## config.mk

```make
export PLATFORM = sky130hd
export DESIGN_NAME = sdram_cmd_decoder
export DESIGN_NICKNAME = d
export VERILOG_FILES = /design/src/verilog/sdram_cmd_pkg.sv /design/src/verilog/wdata_if.sv /design/src/verilog/stream_fifo.sv /design/src/verilog/bank_tracker.sv /design/src/verilog/sdram_cmd_decoder.sv
export SDC_FILE = /design/constraint.sdc
export NUM_CORES = 1
export LEC_CHECK = 0
export BUFFER_PORTS_ARGS = -buffer_cell sky130_fd_sc_hd__buf_2
export CAP_MARGIN = 20
export CORE_MARGIN = 2
export CORE_UTILIZATION = 40
export CTS_CLUSTER_SIZE = 24
export DETAILED_ROUTE_END_ITERATION = 10
export SYNTH_ARGS = -nofsm -noshare
export SYNTH_HDL_FRONTEND = slang
export SYNTH_SLANG_ARGS = --single-unit
```

## constraint.sdc

```tcl
create_clock -name core_clk -period 7.2 [get_ports core_clk]
set_input_delay 1.44 -clock core_clk [delete_from_list [all_inputs] [get_ports core_clk]]
set_output_delay 1.44 -clock core_clk [all_outputs]
set_load 0.01 [all_outputs]
```

## src/verilog/sdram_cmd_pkg.sv

```systemverilog
package sdram_cmd_pkg;
   // ---------------------------------------------------------------
   // Geometry
   // ---------------------------------------------------------------
   localparam int NUM_BANKS = 4;
   localparam int ROW_W     = 12;
   localparam int ADDR_W    = 12;
   localparam int AP_BIT    = 10;
   localparam int ROWS      = 4096;
   // ---------------------------------------------------------------
   // Timing
   // ---------------------------------------------------------------
   localparam int CLK_PERIOD_PS      = 100000;
   localparam int WRITE_RECOVERY_PS  = 7500;
   localparam int WR_EXTRA_CYC       = (WRITE_RECOVERY_PS + CLK_PERIOD_PS - 1) / CLK_PERIOD_PS;
   localparam int WRITE_RECOVERY_CYC = 1 + WR_EXTRA_CYC;
   localparam int MASK_READ_DELAY    = 2;
   localparam int CAS_LATENCY        = 2;
   // ---------------------------------------------------------------
   // Mode op-code fields: burst length code in bits 2..0
   // ---------------------------------------------------------------
   localparam int          BL_LSB      = 0;
   localparam int          BT_BIT      = 3;
   localparam logic [11:0] MODE_RESET  = 12'h022;
   localparam logic [2:0]  BL_FULLPAGE = 3'h7;
   // Decoded commands: {ras_n, cas_n, we_n}
   typedef enum logic [2:0] {
      CMD_MODE  = 3'h0,
      CMD_REF   = 3'h1,
      CMD_PRE   = 3'h2,
      CMD_ACT   = 3'h3,
      CMD_WRITE = 3'h4,
      CMD_READ  = 3'h5,
      CMD_STOP  = 3'h6,
      CMD_NOP   = 3'h7
   } cmd_t;
   typedef enum logic [3:0] {
      ST_IDLE  = 4'h1,
      ST_READ  = 4'h2,
      ST_WRITE = 4'h4,
      ST_SELF  = 4'h8
   } state_t;
endpackage

```

## src/verilog/wdata_if.sv

```systemverilog
`timescale 1ns/1ps
// Write stream between the decoder and its FIFO
interface wdata_if #(parameter int W = 32);
   logic         valid;
   logic         ready;
   logic [W-1:0] data;
   modport src (output valid, output data, input ready);
   modport dst (input valid, input data, output ready);
endinterface

```

## src/verilog/stream_fifo.sv

```systemverilog
`timescale 1ns/1ps
module stream_fifo #(
   parameter int W     = 32,
   parameter int DEPTH = 32
) (
   input  wire logic         core_clk,
   input  wire logic         rst,
   input  wire logic         ce,
   wdata_if.dst              in_s,
   output logic              out_valid,
   input  wire logic         out_ready,
   output logic [W-1:0]      out_data
);
   localparam int AW = $clog2(DEPTH);
   logic [W-1:0] mem_q [DEPTH];
   logic [AW-1:0] wp_q, rp_q;
   logic [AW:0]   cnt_q;
   wire           push = in_s.valid && in_s.ready && ce;
   wire           pop  = out_valid && out_ready && ce;
   // Full and empty from the occupancy count; one spare count bit tells full from empty
   assign in_s.ready = (cnt_q < (AW+1)'(DEPTH));
   assign out_valid  = (cnt_q != '0);
   assign out_data   = mem_q[rp_q];
   // Pointer and count update
   always_ff @(posedge core_clk) begin
      if (rst) begin
         wp_q  <= '0;
         rp_q  <= '0;
         cnt_q <= '0;
      end else if (ce) begin
         if (push) begin
            mem_q[wp_q] <= in_s.data;
            wp_q        <= wp_q + 1'b1;
         end
         if (pop) rp_q <= rp_q + 1'b1;
         cnt_q <= cnt_q + (AW+1)'(push) - (AW+1)'(pop);
      end
   end
endmodule

```

## src/verilog/bank_tracker.sv

```systemverilog
`timescale 1ns/1ps
// One entry per bank: open flag and open row
module bank_tracker #(
   parameter int NB = 4,
   parameter int RW = 12
) (
   input  wire logic                  core_clk,
   input  wire logic                  rst,
   input  wire logic                  ce,
   input  wire logic                  act,
   input  wire logic [1:0]            bank,
   input  wire logic [RW-1:0]         row,
   input  wire logic [NB-1:0]         close,
   output logic      [NB-1:0]         open_q,
   output logic      [NB*RW-1:0]      rows_q
);
   for (genvar b = 0; b < NB; b++) begin : g_bank
      wire sel = act && (bank == 2'(b));
      // A close on an opening bank loses: the activate is newer
      always_ff @(posedge core_clk) begin
         if (rst) begin
            open_q[b]            <= 1'b0;
            rows_q[b*RW +: RW]   <= '0;
         end else if (ce) begin
            if (sel) begin
               open_q[b]          <= 1'b1;
               rows_q[b*RW +: RW] <= row;
            end else if (close[b]) begin
               open_q[b]          <= 1'b0;
            end
         end
      end
   end
endmodule

```

## src/verilog/sdram_cmd_decoder.sv

```systemverilog
`timescale 1ns/1ps
module sdram_cmd_decoder #(
   parameter int DQ_W   = 16,
   parameter int COL_W  = 8,
   parameter int FIFO_D = 32
) (
   input  wire logic                core_clk,
   input  wire logic                rst,
   input  wire logic                ce,
   input  wire logic                cke,
   input  wire logic                cs_n,
   input  wire logic                ras_n,
   input  wire logic                cas_n,
   input  wire logic                we_n,
   input  wire logic                bank_select_lo,
   input  wire logic                bank_select_hi,
   input  wire logic [11:0]         addr,
   input  wire logic [DQ_W/8-1:0]   dqm,
   input  wire logic [DQ_W-1:0]     dq_in,
   output logic      [DQ_W-1:0]     dq_out,
   output logic      [DQ_W-1:0]     dq_oe,
   input  wire logic [DQ_W-1:0]     rd_data,
   output logic      [COL_W-1:0]    array_col,
   output logic      [1:0]          array_bank,
   output logic      [11:0]         array_row,
   output logic                     wr_valid,
   input  wire logic                wr_ready,
   output logic      [DQ_W+DQ_W/8+2+12+COL_W-1:0] wr_word,
   output logic                     refresh_pulse,
   output logic      [11:0]         refresh_row,
   output logic                     self_refresh,
   output logic      [11:0]         mode_q,
   output logic      [3:0]          bank_open,
   output logic                     precharging
);
   localparam int NBY = DQ_W / 8;
   localparam int WW  = DQ_W + NBY + 2 + 12 + COL_W;
   // ---------------------------------------------------------------
   // Command decode
   // ---------------------------------------------------------------
   sdram_cmd_pkg::state_t st_q, st_d;
   // Inputs are used only on clock edges; chip select high blocks all
   wire                           sel     = ~cs_n;
   wire sdram_cmd_pkg::cmd_t      cmd     = sdram_cmd_pkg::cmd_t'({ras_n, cas_n, we_n});
   wire [1:0]                     bank    = {bank_select_hi, bank_select_lo};
   wire                           auto_precharge_bit = addr[sdram_cmd_pkg::AP_BIT];
   wire                           run     = ce && st_q != sdram_cmd_pkg::ST_SELF;
   wire                           go      = run && sel && cke;
   wire                           is_act  = go && cmd == sdram_cmd_pkg::CMD_ACT;
   wire                           is_rd   = go && cmd == sdram_cmd_pkg::CMD_READ;
   wire                           is_wr   = go && cmd == sdram_cmd_pkg::CMD_WRITE;
   wire                           is_stop = go && cmd == sdram_cmd_pkg::CMD_STOP;
   wire                           is_pre  = go && cmd == sdram_cmd_pkg::CMD_PRE;
   wire                           is_mode = go && cmd == sdram_cmd_pkg::CMD_MODE;
   wire                           is_ref  = run && sel && cmd == sdram_cmd_pkg::CMD_REF;
   // ---------------------------------------------------------------
   // State and burst registers
   // ---------------------------------------------------------------
   logic [COL_W-1:0] start_q, ofs_q;
   logic [COL_W-1:0] left_q;
   logic [1:0]       bb_q;
   logic             ap_q;
   logic [11:0]      ref_ctr_q;
   logic [3:0]       wr_cnt_q;
   logic [1:0]       wr_bank_q;
   logic             wr_ap_q;
   logic [3:0]       close_v;
   logic [NBY-1:0]   mask_pipe_q [sdram_cmd_pkg::MASK_READ_DELAY];
   logic [sdram_cmd_pkg::CAS_LATENCY-1:0] rvalid_pipe_q;
   logic [11:0]      bank_rows [4];
   logic [4*12-1:0]  rows_flat;
   // Burst length from the mode op-code; full page runs the whole row
   wire [2:0]        bl_code = mode_q[sdram_cmd_pkg::BL_LSB +: 3];
   wire              il_mode = mode_q[sdram_cmd_pkg::BT_BIT];
   wire [COL_W-1:0]  bl_m1   = (bl_code == sdram_cmd_pkg::BL_FULLPAGE) ? {COL_W{1'b1}} :
                               COL_W'((4'h1 << bl_code[1:0]) - 4'h1);
   wire              in_burst = st_q == sdram_cmd_pkg::ST_READ || st_q == sdram_cmd_pkg::ST_WRITE;
   wire              last     = in_burst && left_q == '0;
   wire              ended    = (last && ce) || is_stop;
   wire [COL_W-1:0]  ofs_n    = ofs_q + 1'b1;
   // Sequential wraps inside the burst block, interleaved xors the offset
   wire [COL_W-1:0]  cur_col  = il_mode ? (start_q ^ ofs_q) :
                                ((start_q & ~bl_m1) | ((start_q + ofs_q) & bl_m1));
   // ---------------------------------------------------------------
   // Next state
   // ---------------------------------------------------------------
   always_comb begin
      st_d = st_q;
      case (st_q)
         sdram_cmd_pkg::ST_IDLE, sdram_cmd_pkg::ST_READ, sdram_cmd_pkg::ST_WRITE: begin
            if (is_ref && !cke)  st_d = sdram_cmd_pkg::ST_SELF;
            else if (is_rd)      st_d = sdram_cmd_pkg::ST_READ;
            else if (is_wr)      st_d = sdram_cmd_pkg::ST_WRITE;
            else if (ended)      st_d = sdram_cmd_pkg::ST_IDLE;
         end
         sdram_cmd_pkg::ST_SELF: begin
            // Exit on clock-gate high; controller holds off for the exit wait
            if (cke) st_d = sdram_cmd_pkg::ST_IDLE;
         end
         default: st_d = sdram_cmd_pkg::ST_IDLE;
      endcase
   end
   // State register; frozen with the rest while the clock enable is low
   always_ff @(posedge core_clk) begin
      if (rst) st_q <= sdram_cmd_pkg::ST_IDLE;
      else if (ce) st_q <= st_d;
   end
   // ---------------------------------------------------------------
   // Burst address sequencer
   // ---------------------------------------------------------------
   always_ff @(posedge core_clk) begin
      if (rst) begin
         start_q <= '0;
         ofs_q   <= '0;
         left_q  <= '0;
         bb_q    <= '0;
         ap_q    <= 1'b0;
      end else if (ce) begin
         if (is_rd || is_wr) begin
            start_q <= addr[COL_W-1:0];
            ofs_q   <= '0;
            left_q  <= bl_m1;
            bb_q    <= bank;
            ap_q    <= auto_precharge_bit;
         end else if (in_burst && cke) begin
            ofs_q  <= ofs_n;
            left_q <= left_q - 1'b1;
         end
      end
   end
   // ---------------------------------------------------------------
   // Write recovery then auto precharge of the written bank
   // ---------------------------------------------------------------
   wire wr_ap_end = st_q == sdram_cmd_pkg::ST_WRITE && ap_q && ended && !is_stop;
   always_ff @(posedge core_clk) begin
      if (rst) begin
         wr_cnt_q  <= '0;
         wr_bank_q <= '0;
         wr_ap_q   <= 1'b0;
      end else if (ce) begin
         if (wr_ap_end) begin
            wr_cnt_q  <= 4'(sdram_cmd_pkg::WRITE_RECOVERY_CYC);
            wr_bank_q <= bb_q;
            wr_ap_q   <= 1'b1;
         end else if (wr_cnt_q != '0) begin
            wr_cnt_q <= wr_cnt_q - 1'b1;
         end else begin
            wr_ap_q <= 1'b0;
         end
      end
   end
   assign precharging = wr_ap_q;
   // Per-bank close vector: explicit precharge, read auto precharge, write recovery end
   for (genvar b = 0; b < 4; b++) begin : g_close
      assign close_v[b] = (is_pre && (auto_precharge_bit || bank == 2'(b)))
                        | (st_q == sdram_cmd_pkg::ST_READ && ap_q && ended && bb_q == 2'(b))
                        | (wr_ap_q && wr_cnt_q == '0 && wr_bank_q == 2'(b));
      assign bank_rows[b] = rows_flat[b*12 +: 12];
   end
   bank_tracker #(
      .NB (4),
      .RW (12)
   ) u_banks (
      .core_clk (core_clk),
      .rst      (rst),
      .ce       (ce),
      .act      (is_act),
      .bank     (bank),
      .row      (addr[sdram_cmd_pkg::ROW_W-1:0]),
      .close    (close_v),
      .open_q   (bank_open),
      .rows_q   (rows_flat)
   );
   // ---------------------------------------------------------------
   // Mode register and refresh counter
   // ---------------------------------------------------------------
   always_ff @(posedge core_clk) begin
      if (rst) begin
         mode_q        <= sdram_cmd_pkg::MODE_RESET;
         ref_ctr_q     <= '0;
         refresh_pulse <= 1'b0;
      end else if (ce) begin
         refresh_pulse <= is_ref;
         if (is_mode) mode_q <= addr;
         if (is_ref) ref_ctr_q <= ref_ctr_q + 1'b1;
      end
   end
   assign refresh_row  = ref_ctr_q;
   assign self_refresh = st_q == sdram_cmd_pkg::ST_SELF;
   // ---------------------------------------------------------------
   // Array address for the current beat
   // ---------------------------------------------------------------
   always_ff @(posedge core_clk) begin
      if (rst) begin
         array_col  <= '0;
         array_bank <= '0;
         array_row  <= '0;
      end else if (ce) begin
         array_col  <= cur_col;
         array_bank <= bb_q;
         array_row  <= bank_rows[bb_q];
      end
   end
   // ---------------------------------------------------------------
   // Write path into the FIFO: data, mask, address
   // ---------------------------------------------------------------
   // Mask is taken with the coincident beat, not delayed. The command cycle carries beat 0,
   // so each later burst cycle carries the next offset and the final one carries none
   wire wbeat = ce && cke && st_q == sdram_cmd_pkg::ST_WRITE && !last && !is_stop;
   wire wfirst = is_wr;
   wire [COL_W-1:0] nxt_col = il_mode ? (start_q ^ ofs_n) :
                              ((start_q & ~bl_m1) | ((start_q + ofs_n) & bl_m1));
   wdata_if #(.W(WW)) wq ();
   assign wq.valid = (wbeat || wfirst) && ~&dqm;
   assign wq.data  = {dq_in, dqm, (wfirst ? bank : bb_q), (wfirst ? bank_rows[bank] : bank_rows[bb_q]),
                      (wfirst ? addr[COL_W-1:0] : nxt_col)};
   stream_fifo #(
      .W     (WW),
      .DEPTH (FIFO_D)
   ) u_fifo (
      .core_clk  (core_clk),
      .rst       (rst),
      .ce        (ce),
      .in_s      (wq),
      .out_valid (wr_valid),
      .out_ready (wr_ready),
      .out_data  (wr_word)
   );
   // ---------------------------------------------------------------
   // Read data drive with two-clock mask delay
   // ---------------------------------------------------------------
   always_ff @(posedge core_clk) begin
      if (rst) begin
         for (int i = 0; i < sdram_cmd_pkg::MASK_READ_DELAY; i++) mask_pipe_q[i] <= '1;
         rvalid_pipe_q <= '0;
         dq_out        <= '0;
         dq_oe         <= '0;
      end else if (ce) begin
         mask_pipe_q[0] <= dqm;
         for (int i = 1; i < sdram_cmd_pkg::MASK_READ_DELAY; i++) mask_pipe_q[i] <= mask_pipe_q[i-1];
         rvalid_pipe_q <= {rvalid_pipe_q[sdram_cmd_pkg::CAS_LATENCY-2:0],
                           (is_rd || (st_q == sdram_cmd_pkg::ST_READ && !ended))};
         dq_out <= rd_data;
         for (int k = 0; k < NBY; k++)
            dq_oe[k*8 +: 8] <= {8{rvalid_pipe_q[sdram_cmd_pkg::CAS_LATENCY-1] &&
                                   !mask_pipe_q[sdram_cmd_pkg::MASK_READ_DELAY-1][k]}};
      end
   end
endmodule

```

* After elaboration in Yosys (flattened, before gate mapping) *
Memories as Yosys holds them, arrays and structs flattened. A register that Yosys moved wholly into a read port is not among the register bits.
Cells that the tools add are included.

storage, ports and cells
  register bits = 180
  bits in writable memories = 1,284
  word-level logic and storage cells = 236
  memories = 2

memory list
  memory        words  width  read ports  clocked after Yosys merged registers in  write ports  RTL line                 RTL
  u_fifo.mem_q  32     40     1           1                                        1            stream_fifo.sv:15        logic [W-1:0] mem_q [DEPTH];
  mask_pipe_q   2      2      2           0                                        2            sdram_cmd_decoder.sv:68  logic [NBY-1:0] mask_pipe_q [sdram_cmd_pkg::MASK_READ_DELAY];

cells by class
  add/subtract/negate cells = 11
  magnitude comparators = 3
  equality and inequality tests = 24
  shifts and indexed selects = 1
  mux-type cells = 47
  bitwise operators = 21
  reduce and logical (&&, ||, !) cells = 98

operators with widths
  cell                                              count
  2-to-1 mux 8 bit                                  8
  2-to-1 mux 12 bit                                 5
  binary-select mux 12 bit (select 2 bit)           2
  logical AND 1 bit                                 48
  AND reduction 2 bit                               18
  2-to-1 mux 4 bit                                  7
  AND 8 bit                                         3
  2-to-1 mux 1 bit                                  19
  adder 8 bit                                       2
  bitwise OR 8 bit                                  2
  subtractor 8 x 1 -> 8 bit, second input constant  2
  bitwise XOR 8 bit                                 2
  adder 12 x 1 -> 12 bit, second input constant     1
  equality test 2 bit, second input constant        6
  equality test 3 bit, second input constant        4
  nonzero test 2 bit                                6
  adder 5 x 1 -> 5 bit, second input constant       2
  2-to-1 mux 5 bit                                  2
  bitwise OR 1 bit                                  10
  logical OR 1 bit                                  9
  adder 8 x 1 -> 8 bit, second input constant       1
  zero test 8 bit                                   1
  NOT 8 bit                                         1
  one-hot mux 4 bit (2 select lines)                1
  27 further kinds                                  43

* Longest topological paths before layout *
Gate-level depths: netlist (run 1).

  depth in word-level cells = 15
  gate-level depth with buffers = 16
  mapped depth without buffers = 15

* Modules after synthesis *
A second synthesis (run 1) with hierarchy kept.

second synthesis, totals
  cells, all modules = 3,448
  area, all modules = 58,954.0 um^2

by module, submodules not included
  module             instances  cells an instance  area each (um^2)
  stream_fifo        1          2,514              50,268.2
  sdram_cmd_decoder  1          747                6,566.3
  bank_tracker       1          187                2,119.5

* Least setup slack after synthesis (run 1) *
No wires, ideal clock.

  path kind = input to register
  start point = in cke
  end point = mem u_fifo.mem_q[13][0] (netlist bit), enable pin
  setup time = 0.438 ns
  data arrival time = 4.622 ns
  data required time = 6.762 ns
  slack = 2.140 ns
  cell stages on the path = 7
  cells stage by stage = buf_2 -> and3b_1 -> nor4b_4 -> a41oi_4 -> nor3_4 -> nand2_4 -> nor2_1

between the ends
  word-level cells in the longest chain between the ends = 12
  elaborated cells between the ends (all ways) = 16
  those cells by class = mux (4); reduce/logical (12)

RTL lines
  what                                                  RTL line                                           RTL
  start: declaration                                    sdram_cmd_decoder.sv:10                            input wire logic cke,
  logical AND 1 bit, on equally long branches           sdram_cmd_decoder.sv:209, sdram_cmd_decoder.sv:48
  logical AND 1 bit, on equally long branches           sdram_cmd_decoder.sv:209, sdram_cmd_decoder.sv:52
  logical AND 1 bit or zero test 1 bit (tied branches)  sdram_cmd_decoder.sv:209                           wire wbeat = ce && cke && st_q == sdram_cmd_pkg::ST_WRITE && !last && !is_stop;
  logical AND 1 bit                                     sdram_cmd_decoder.sv:209
  logical OR 1 bit *                                    sdram_cmd_decoder.sv:214                           assign wq.valid = (wbeat || wfirst) && ~&dqm;
  logical AND 1 bit *                                   sdram_cmd_decoder.sv:214
  logical AND 1 bit * (2 in a row)                      stream_fifo.sv:18                                  wire push = in_s.valid && in_s.ready && ce;
  2-to-1 mux 1 bit *                                    stream_fifo.sv:31                                  if (push) begin
  2-to-1 mux 1 bit *                                    stream_fifo.sv:30                                  end else if (ce) begin
  2-to-1 mux 1 bit *                                    stream_fifo.sv:26                                  if (rst) begin
  2-to-1 mux 1 bit (implied by the code) *              stream_fifo.sv:32                                  mem_q[wp_q] <= in_s.data;
  end: declaration                                      stream_fifo.sv:15

Every way passes the cells marked *; elsewhere a longest branch is shown, timed or not.

==> results of run 1 <==
-- Yosys cell counts, drive strengths merged, types with 15 or more instances --
master	count	area, um^2
a21oi	85	425
buf	64	338
clkbuf	111	417
dfxtp	178	3560
edfxtp	1284	38600
ha	34	425
inv	37	139
mux2	53	597
mux2i	75	751
mux4	424	9550
nand2	121	484
nand3	25	125
nand4	15	93.8
nor2	168	631
nor3	24	136
o21ai	28	140
xnor2	20	175
xor2	24	210
-- kinds of logic after synthesis --
kind of cell | share of synthesized area
xor gates and xnor gates | 0.00666
and+or+nand+nor | 0.0341
DFF | 0.728
buffers and inverters | 0.0154
AOI/OAI and AO/OA | 0.0197
adders and majority gates | 0.00839
muxes | 0.188
-- state kept, by name, indices dropped and copies added, names as in the netlist, 4 cells and up, named ones only --
name and cells:
u_fifo.mem_q 1280, u_banks.rows_q 48, dq_out 16, array_row 12, mode_q 12, refresh_row 12, array_col 8, left_q 8
ofs_q 8, start_q 8, u_fifo.cnt_q 6, u_fifo.rp_q 5, u_fifo.wp_q 5, mask_pipe_q 4, st_q 4, u_banks.open_q 4
wr_cnt_q 4
-- power by group --
group | switching, mW | internal (mW) | total, mW
Clock | 3.31 | 4.56 | 7.88
Sequential | 0.0496 | 9.18 | 9.23
Combinational | 0.645 | 0.572 | 1.22
Total | 4.01 | 14.3 | 18.3
-- area by class of cell --
| type | count | area (um^2) |
|---|---|---|
| multi-input combinational | 1234 | 15200 |
| antenna | 2 | 5.00 |
| sequential | 1462 | 42100 |
| fill | 12113 | 77200 |
| timing repair buffer | 254 | 1610 |
| inverter | 37 | 139 |
| clock buffer | 181 | 3990 |
| tap | 1903 | 2380 |
| clock inverter | 103 | 1030 |
-- routing by layer --
layer	vias up	global-route usage
met2	1025	0.287
li1	12331	-
met1	15222	0.274
met3	189	0.0412
met4	6	0.0508
met5	-	0
-- per-stage QoR --
stage / setup slack, ns / hold WS (ns) / area (um^2) / instances
floorplan: 2.14 / 0.439 / 57900 / 2908
global placement: 1.54 / 0.449 / 61400 / 4888
detailed placement: 1.48 / 0.457 / 61400 / 4889
CTS: 1.75 / 0.465 / 66500 / 5173
global route: 1.63 / 0.487 / 66500 / 5174
finish: 1.85 / 0.465 / 66500 / 5176
-- critical path, cell delays in order, from the launching register on --
cell and delay (ns):
sky130_fd_sc_hd__dfxtp_4 0.98, sky130_fd_sc_hd__buf_12 0.47, sky130_fd_sc_hd__mux4_2 0.44, sky130_fd_sc_hd__mux4_2 0.56
sky130_fd_sc_hd__mux2_2 0.34, sky130_fd_sc_hd__buf_2 0.15
-- worst min path at each step --
stage                             startpoint            endpoint  slack, ns  cells past startpoint
after floorplan           u_banks.rows_q[24]  u_banks.rows_q[24]       0.44                      2
after global placement    u_banks.rows_q[34]  u_banks.rows_q[34]       0.45                      2
after detailed placement  u_banks.rows_q[28]  u_banks.rows_q[28]       0.46                      2
after CTS                 u_banks.rows_q[28]  u_banks.rows_q[28]       0.46                      2
after global routing      u_banks.rows_q[33]  u_banks.rows_q[33]       0.49                      2
final                     u_banks.rows_q[28]  u_banks.rows_q[28]       0.46                      2
==> run summary, run 1 <==
### Floorplan
- **die boundary height** 384 um
- **effective utilization at floorplan** 0.403
- **IO Pins** 183
- **site row count** 139
- **core region area** 144000 um^2
- **Die ar.** 148000 um^2
- **Die X-Extent** 384 um

### Clock network
- **CTS Root Buffer Type** sky130_fd_sc_hd__clkbuf_16
- **TritonCTS clock tree** done
- **cts repair resizes** 0
- **clock tree sinks** 1462
- **cts-stage hold buffer count** 0
- **count of buffers added by post-CTS timing repair for setup** 0
- **number of buffers created by CTS** 153
- **Skew-Pair Late Insertion Delay** 0.79 ns
- **H-Tree Depth** 4
- **post-CTS clock slew at the launch and capture registers of the worst setup and hold paths** 0.06 ns
- **CTS max path bufs** 3

### Routing
- **via count** 28773
- **number of DRC violations after detailed-routing iteration 0** 2706
- **routed metal-1 wirelength** 60.2 mm
- **number of antenna-violating nets in the routed design** 0
- **met3 wire length** 9.99 mm
- **DRC violation count after routing** 12
- **Detailed Route WL** 138 mm
- **topmost layer with routed signal wires** met5
- **First-pass DRT Iterations** 10
- **detailed-routed wire length on met2** 64.3 mm
- **Avg WL per Cell** 26.6 um
- **ratio of routed vias to standard cells** 5.56

### Finish
- **top library cells by usage in the layout, fill and taps aside** sky130_fd_sc_hd__edfxtp_1, sky130_fd_sc_hd__mux4_2, sky130_fd_sc_hd__buf_2
- **most common cell after layout, fill and taps aside** sky130_fd_sc_hd__edfxtp_1
- **final net count** 3236
- **final core utilization** 0.463
- **area added between synthesis and finish** 14.9%
- **share of layout cells above drive strength 1** 0.312

### STA
- **Max-Slew Margin vs Limit** 0.289
- **Highest Clock Rate** 187 MHz
- **Max Clock Skew** 0.0286 ns
- **Hold Violations, Final** 0
- **count of final setup violators** 0
- **unrepaired setup endpoints after global routing** no
- **Min Clock Period, post-route** 5.35 ns
- **slew at the pin closest to its max-slew limit** 1.06 ns
- **portion of the clock cycle consumed by the worst path in the final layout** 0.742
- **number of max-slew violations in the final report** 0
- **accumulated negative setup slack** 0 ns

### Pwr
- **total power draw** 18.3 mW
- **ratio of total power to cell area** 276 nW/um^2
- **Peak supply drop** 0.000243 V
- **Leak** 22.1 nW

### Worst setup path
- **highest net fanout along the worst path** 84
- **FF-to-FF setup slack** 3.09 ns
- **required time of the critical path** 5.76 ns
- **type of the worst setup path** register to primary output
- **count of cells along the worst register-to-register path** 9
- **endpoint of the most critical register-to-register path** u_fifo.mem_q[11][28]
- **endpoint kind of the worst setup timing path** primary output
- **arrival time at the worst endpoint** 3.91 ns
- **sort of element at the start of the critical path** register
- **worst setup path endpoint** wr_word[7]
- **reg2reg start** st_q[0]

### Synth
- **post-synthesis area per instance** 19.9 um^2
- **Syn Nets** 3002
- **Seq/Total Area, Yosys** 0.728
- **number of synthesized flops with an enable pin** 1284
- **number of cells produced by synthesis** 2908
- **synthesis-stage register bit count** 1462
- **Syn. warnings** 0
- **Primary FF master, synth** sky130_fd_sc_hd__edfxtp_1
- **synthesized cell area** 57900 um^2
- **Netlist cell types** 72
- **post-synthesis async set-or-reset flop share** 0

### Place
- **total of buffers placed on input and output ports** 182
- **routability-driven placement congestion ratio** 0.778
- **estimated wirelength of the detail-placed design** 84.0 mm

### Status
- **run status** finished with violations
- **violations in the final reports** design-rule violations

### Job
- **count of maximum capacitance violations** 0

### Global routing
- **number of antenna violations at the first check in global routing** 8
- **number of global-route vias before repair** 28753
- **global-route wire length before repair** 201 mm
- **largest net degree at the start of global routing** 87
- **grt total ovfl** 0
- **global-route usage over all layers** 0.188

### Worst hold path
- **class of the tightest hold or removal check** register to register

Note: power is estimated with default switching activity, not from simulation.
==> run 2: changes to the inputs <==
--- a/config.mk
+++ b/config.mk
@@ -5,6 +5,7 @@
 export SDC_FILE = /design/constraint.sdc
 export NUM_CORES = 1
 export LEC_CHECK = 0
+export ABC_AREA = 1
 export BUFFER_PORTS_ARGS = -buffer_cell sky130_fd_sc_hd__buf_2
 export CAP_MARGIN = 20
 export CORE_MARGIN = 2
==> constraint.sdc (replaced) <==
create_clock -name core_clk -period 5.6 [get_ports core_clk]
set_input_delay 1.12 -clock core_clk [delete_from_list [all_inputs] [get_ports core_clk]]
set_output_delay 1.12 -clock core_clk [all_outputs]
set_load 0.01 [all_outputs]
==> run summary, run 2 <==
### Clock network
- **TritonCTS clock tree** done, unchanged
- **cts-stage hold buffer count** 0, unchanged
- **cts repair resizes** 0, unchanged
- **CTS max path bufs** 3, unchanged
- **H-Tree Depth** 4, unchanged
- **CTS Root Buffer Type** sky130_fd_sc_hd__clkbuf_16, unchanged
- **count of buffers added by post-CTS timing repair for setup** 0, unchanged
- **Skew-Pair Late Insertion Delay** 0.77 ns, was 0.79 ns
- **post-CTS clock slew at the launch and capture registers of the worst setup and hold paths** 0.06 ns, about the same
- **number of buffers created by CTS** 151, was 153
- **clock tree sinks** 1462, unchanged

### Synth
- **post-synthesis area per instance** 12.4 um^2, was 19.9 um^2
- **Post-synth top cells** sky130_fd_sc_hd__edfxtp_1, sky130_fd_sc_hd__nor2_1, sky130_fd_sc_hd__o21ai_0, was sky130_fd_sc_hd__edfxtp_1, sky130_fd_sc_hd__mux4_2, sky130_fd_sc_hd__dfxtp_1
- **post-synth top area cell** sky130_fd_sc_hd__edfxtp_1, unchanged
- **Seq/Total Area, Yosys** 0.719, was 0.728
- **synthesis-stage register bit count** 1462, unchanged
- **Primary FF master, synth** sky130_fd_sc_hd__edfxtp_1, unchanged
- **number of cells produced by synthesis** 4746, was 2908
- **Netlist cell types** 45, was 72
- **Area contributors post-synth** sky130_fd_sc_hd__edfxtp_1, sky130_fd_sc_hd__o21ai_0, sky130_fd_sc_hd__dfxtp_1, sky130_fd_sc_hd__nor2_1, sky130_fd_sc_hd__o221ai_1, was sky130_fd_sc_hd__edfxtp_1, sky130_fd_sc_hd__mux4_2, sky130_fd_sc_hd__dfxtp_1, sky130_fd_sc_hd__mux2i_1, sky130_fd_sc_hd__nor2_1
- **portion of synthesized cell area occupied by the leading cell type** 0.658, was 0.666
- **most common cell in the synthesized netlist** sky130_fd_sc_hd__edfxtp_1, unchanged
- **Syn. warnings** 0, unchanged
- **number of synthesized flops with an enable pin** 1284, unchanged
- **synthesized cell area** 58600 um^2, was 57900 um^2
- **post-synthesis async set-or-reset flop share** 0, unchanged
- **Syn Nets** 4840, was 3002

### Floorplan
- **core region area** 146000 um^2, was 144000 um^2
- **site row count** 140, was 139
- **Die ar.** 150000 um^2, was 148000 um^2
- **effective utilization at floorplan** 0.403, about the same
- **IO Pins** 183, unchanged
- **die boundary height** 387 um, was 384 um
- **Die X-Extent** 387 um, was 384 um

### Routing
- **via count** 39758, was 28773
- **Avg WL per Cell** 24.5 um, was 26.6 um
- **First-pass DRT Iterations** 5, was 10
- **ratio of routed vias to standard cells** 5.77, was 5.56
- **number of antenna-violating nets in the routed design** 0, unchanged
- **number of DRC violations after detailed-routing iteration 0** 4372, was 2706
- **Detailed Route WL** 169 mm, was 138 mm
- **DRC violation count after routing** 0, was 12

### Finish
- **largest registers ranked by flip-flop count** u_fifo.mem_q x1280, u_banks.rows_q x48, dq_out x16, unchanged
- **most common cell after layout, fill and taps aside** sky130_fd_sc_hd__edfxtp_1, unchanged
- **flip-flop count of the largest register after layout** 1280, unchanged
- **share of layout cells above drive strength 1** 0.120, was 0.312
- **final net count** 4952, was 3236
- **top library cells by usage in the layout, fill and taps aside** sky130_fd_sc_hd__edfxtp_1, sky130_fd_sc_hd__nor2_1, sky130_fd_sc_hd__o21ai_0, was sky130_fd_sc_hd__edfxtp_1, sky130_fd_sc_hd__mux4_2, sky130_fd_sc_hd__buf_2
- **area added between synthesis and finish** 14.3%, was 14.9%
- **# diodes** 0, was 2
- **Top reg by flops** u_fifo.mem_q, unchanged

### Worst setup path
- **highest net fanout along the worst path** 178, was 84
- **endpoint kind of the worst setup timing path** primary output, unchanged
- **cell repeated most along the worst path** sky130_fd_sc_hd__o21ai_0, was sky130_fd_sc_hd__mux4_2
- **slowest library cell on the worst path** sky130_fd_sc_hd__dfxtp_4, unchanged
- **arrival time at the worst endpoint** 3.66 ns, was 3.91 ns
- **required time of the critical path** 4.48 ns, was 5.76 ns
- **type of the worst setup path** register to primary output, unchanged
- **sort of element at the start of the critical path** register, unchanged
- **worst path cell trace** buf_12, o21ai_0, o22ai_1, o21ai_0, o21ai_1, o21a_1, buf_2, was buf_12, mux4_2, mux4_2, mux2_2, buf_2
- **reg2reg start** st_q[1], was st_q[0]
- **Worst path max stage delay** 0.83 ns, was 0.98 ns

### STA
- **Max Clock Skew** 0.0283 ns, was 0.0286 ns
- **Highest Clock Rate** 209 MHz
- **Min Clock Period, post-route** 4.78 ns
- **number of max-slew violations in the final report** 0, unchanged
- **slew at the pin closest to its max-slew limit** 1.08 ns, was 1.06 ns
- **portion of the clock cycle consumed by the worst path in the final layout** 0.853
- **accumulated negative setup slack** 0 ns, unchanged
- **Hold Violations, Final** 0, unchanged
- **setup ws final** 0.821 ns, was 1.85 ns
- **unrepaired setup endpoints after global routing** no, unchanged
- **count of final setup violators** 0, unchanged
- **Max-Slew Margin vs Limit** 0.266, was 0.289

### Worst hold path
- **class of the tightest hold or removal check** register to register, unchanged
- **startpoint of the worst hold path** u_fifo.rp_q[4], was u_banks.rows_q[28]

### Pwr
- **Leak** 22.6 nW, was 22.1 nW
- **ratio of total power to cell area** 380 nW/um^2, was 276 nW/um^2
- **total power draw** 25.4 mW, was 18.3 mW
- **Peak supply drop** 0.000343 V, was 0.000243 V

### Global routing
- **number of antenna violations at the first check in global routing** 3, was 8
- **largest net degree at the start of global routing** 179, was 87
- **grt total ovfl** 0, unchanged
- **number of global-route vias before repair** 37931, was 28753
- **global-route usage over all layers** 0.220, was 0.188
- **global-route wire length before repair** 249 mm, was 201 mm

### Place
- **routability-driven placement congestion ratio** 0.830, was 0.778
- **estimated wirelength of the detail-placed design** 92.2 mm, was 84.0 mm
- **Post-Place Worst Slack** 1.30 ns, was 1.48 ns
- **total of buffers placed on input and output ports** 182, unchanged

### Job
- **count of maximum capacitance violations** 0, unchanged

### Status
- **run status** completed, was finished with violations

[run 2: cell types whose count changed after synthesis, moves of 20 or more]
cell	delta
sky130_fd_sc_hd__o21ai_1	+50
sky130_fd_sc_hd__o21ai_0	+770
sky130_fd_sc_hd__inv_1	+91
sky130_fd_sc_hd__mux2_2	-52
sky130_fd_sc_hd__mux2i_1	-63
sky130_fd_sc_hd__o22ai_1	+106
sky130_fd_sc_hd__o21a_1	+20
sky130_fd_sc_hd__nor2_1	+700
sky130_fd_sc_hd__nand3_1	+164
sky130_fd_sc_hd__clkbuf_1	+144
sky130_fd_sc_hd__mux4_2	-424
sky130_fd_sc_hd__a221oi_1	+23
sky130_fd_sc_hd__o221ai_1	+242
sky130_fd_sc_hd__nand2_1	+112
[run 2: cell families (layout without fill, tap and decap cells)]
family,Yosys count,count (layout),synth area share
compound gates,1397,1397,0.142
fa+ha+maj,37,37,0.00828
xor+xnor,24,24,0.00359
mux,13,13,0.00224
simple gates,1334,1334,0.0925
flops,1462,1462,0.719
buf+inv,479,705,0.0331
[run 2: layer usage]
layer	up-vias	part of all wire	global-route usage
li1	17867	-	-
met3	261	0.080	0.0393
met2	1709	0.46	0.341
met5	-	0	0
met4	0	0.030	0.0783
met1	19921	0.43	0.312
[run 2: worst max-delay path, delay by kind of cell, from the launching register on]
family,cells,cell delay (ns)
AO/OA/AOI/OAI,5,1.09
flip-flops,1,0.83
buffers and inverters,2,0.73
[run 2: worst paths after layout]
| check | endpoint | slack [ns] | cells after the start |
|---|---|---|---|
| min | register | 0.44 | 1 |
| min reg2reg | register | 0.44 | 1 |
| max | wr_word[26] | 0.82 | 7 |
| max reg2reg | u_fifo.mem_q[3][29] | 2.35 | 12 |
[run 2: through the flow]
stage          instance area (um^2)  hold slack [ns]   util  std cells
4_1_cts                       66900            0.437  0.460       6887
2_1_floorplan                 58600            0.412      -       4746
3_3_place_gp                  62100            0.422  0.427       6620
6_report                      67000            0.442  0.460       6889
3_5_place_dp                  62100            0.427  0.427       6620
5_1_grt                       67000            0.469  0.460       6889
[run 2: layout make-up]
class                      count  area, um^2
timing repair buffer         298        2130
inverter                     140         548
clock inverter                66         539
tap                         1917        2400
multi-input combinational   2805       15000
clock buffer                 201        4260
sequential                  1462       42100
fill                       12906       78600
[run 2: where the power goes]
group	switching [mW]	internal, mW	total, mW
Sequential	0.0877	11.8	11.9
Combinational	2.60	1.08	3.68
Clock	4.17	5.65	9.83
Total	6.86	18.6	25.4
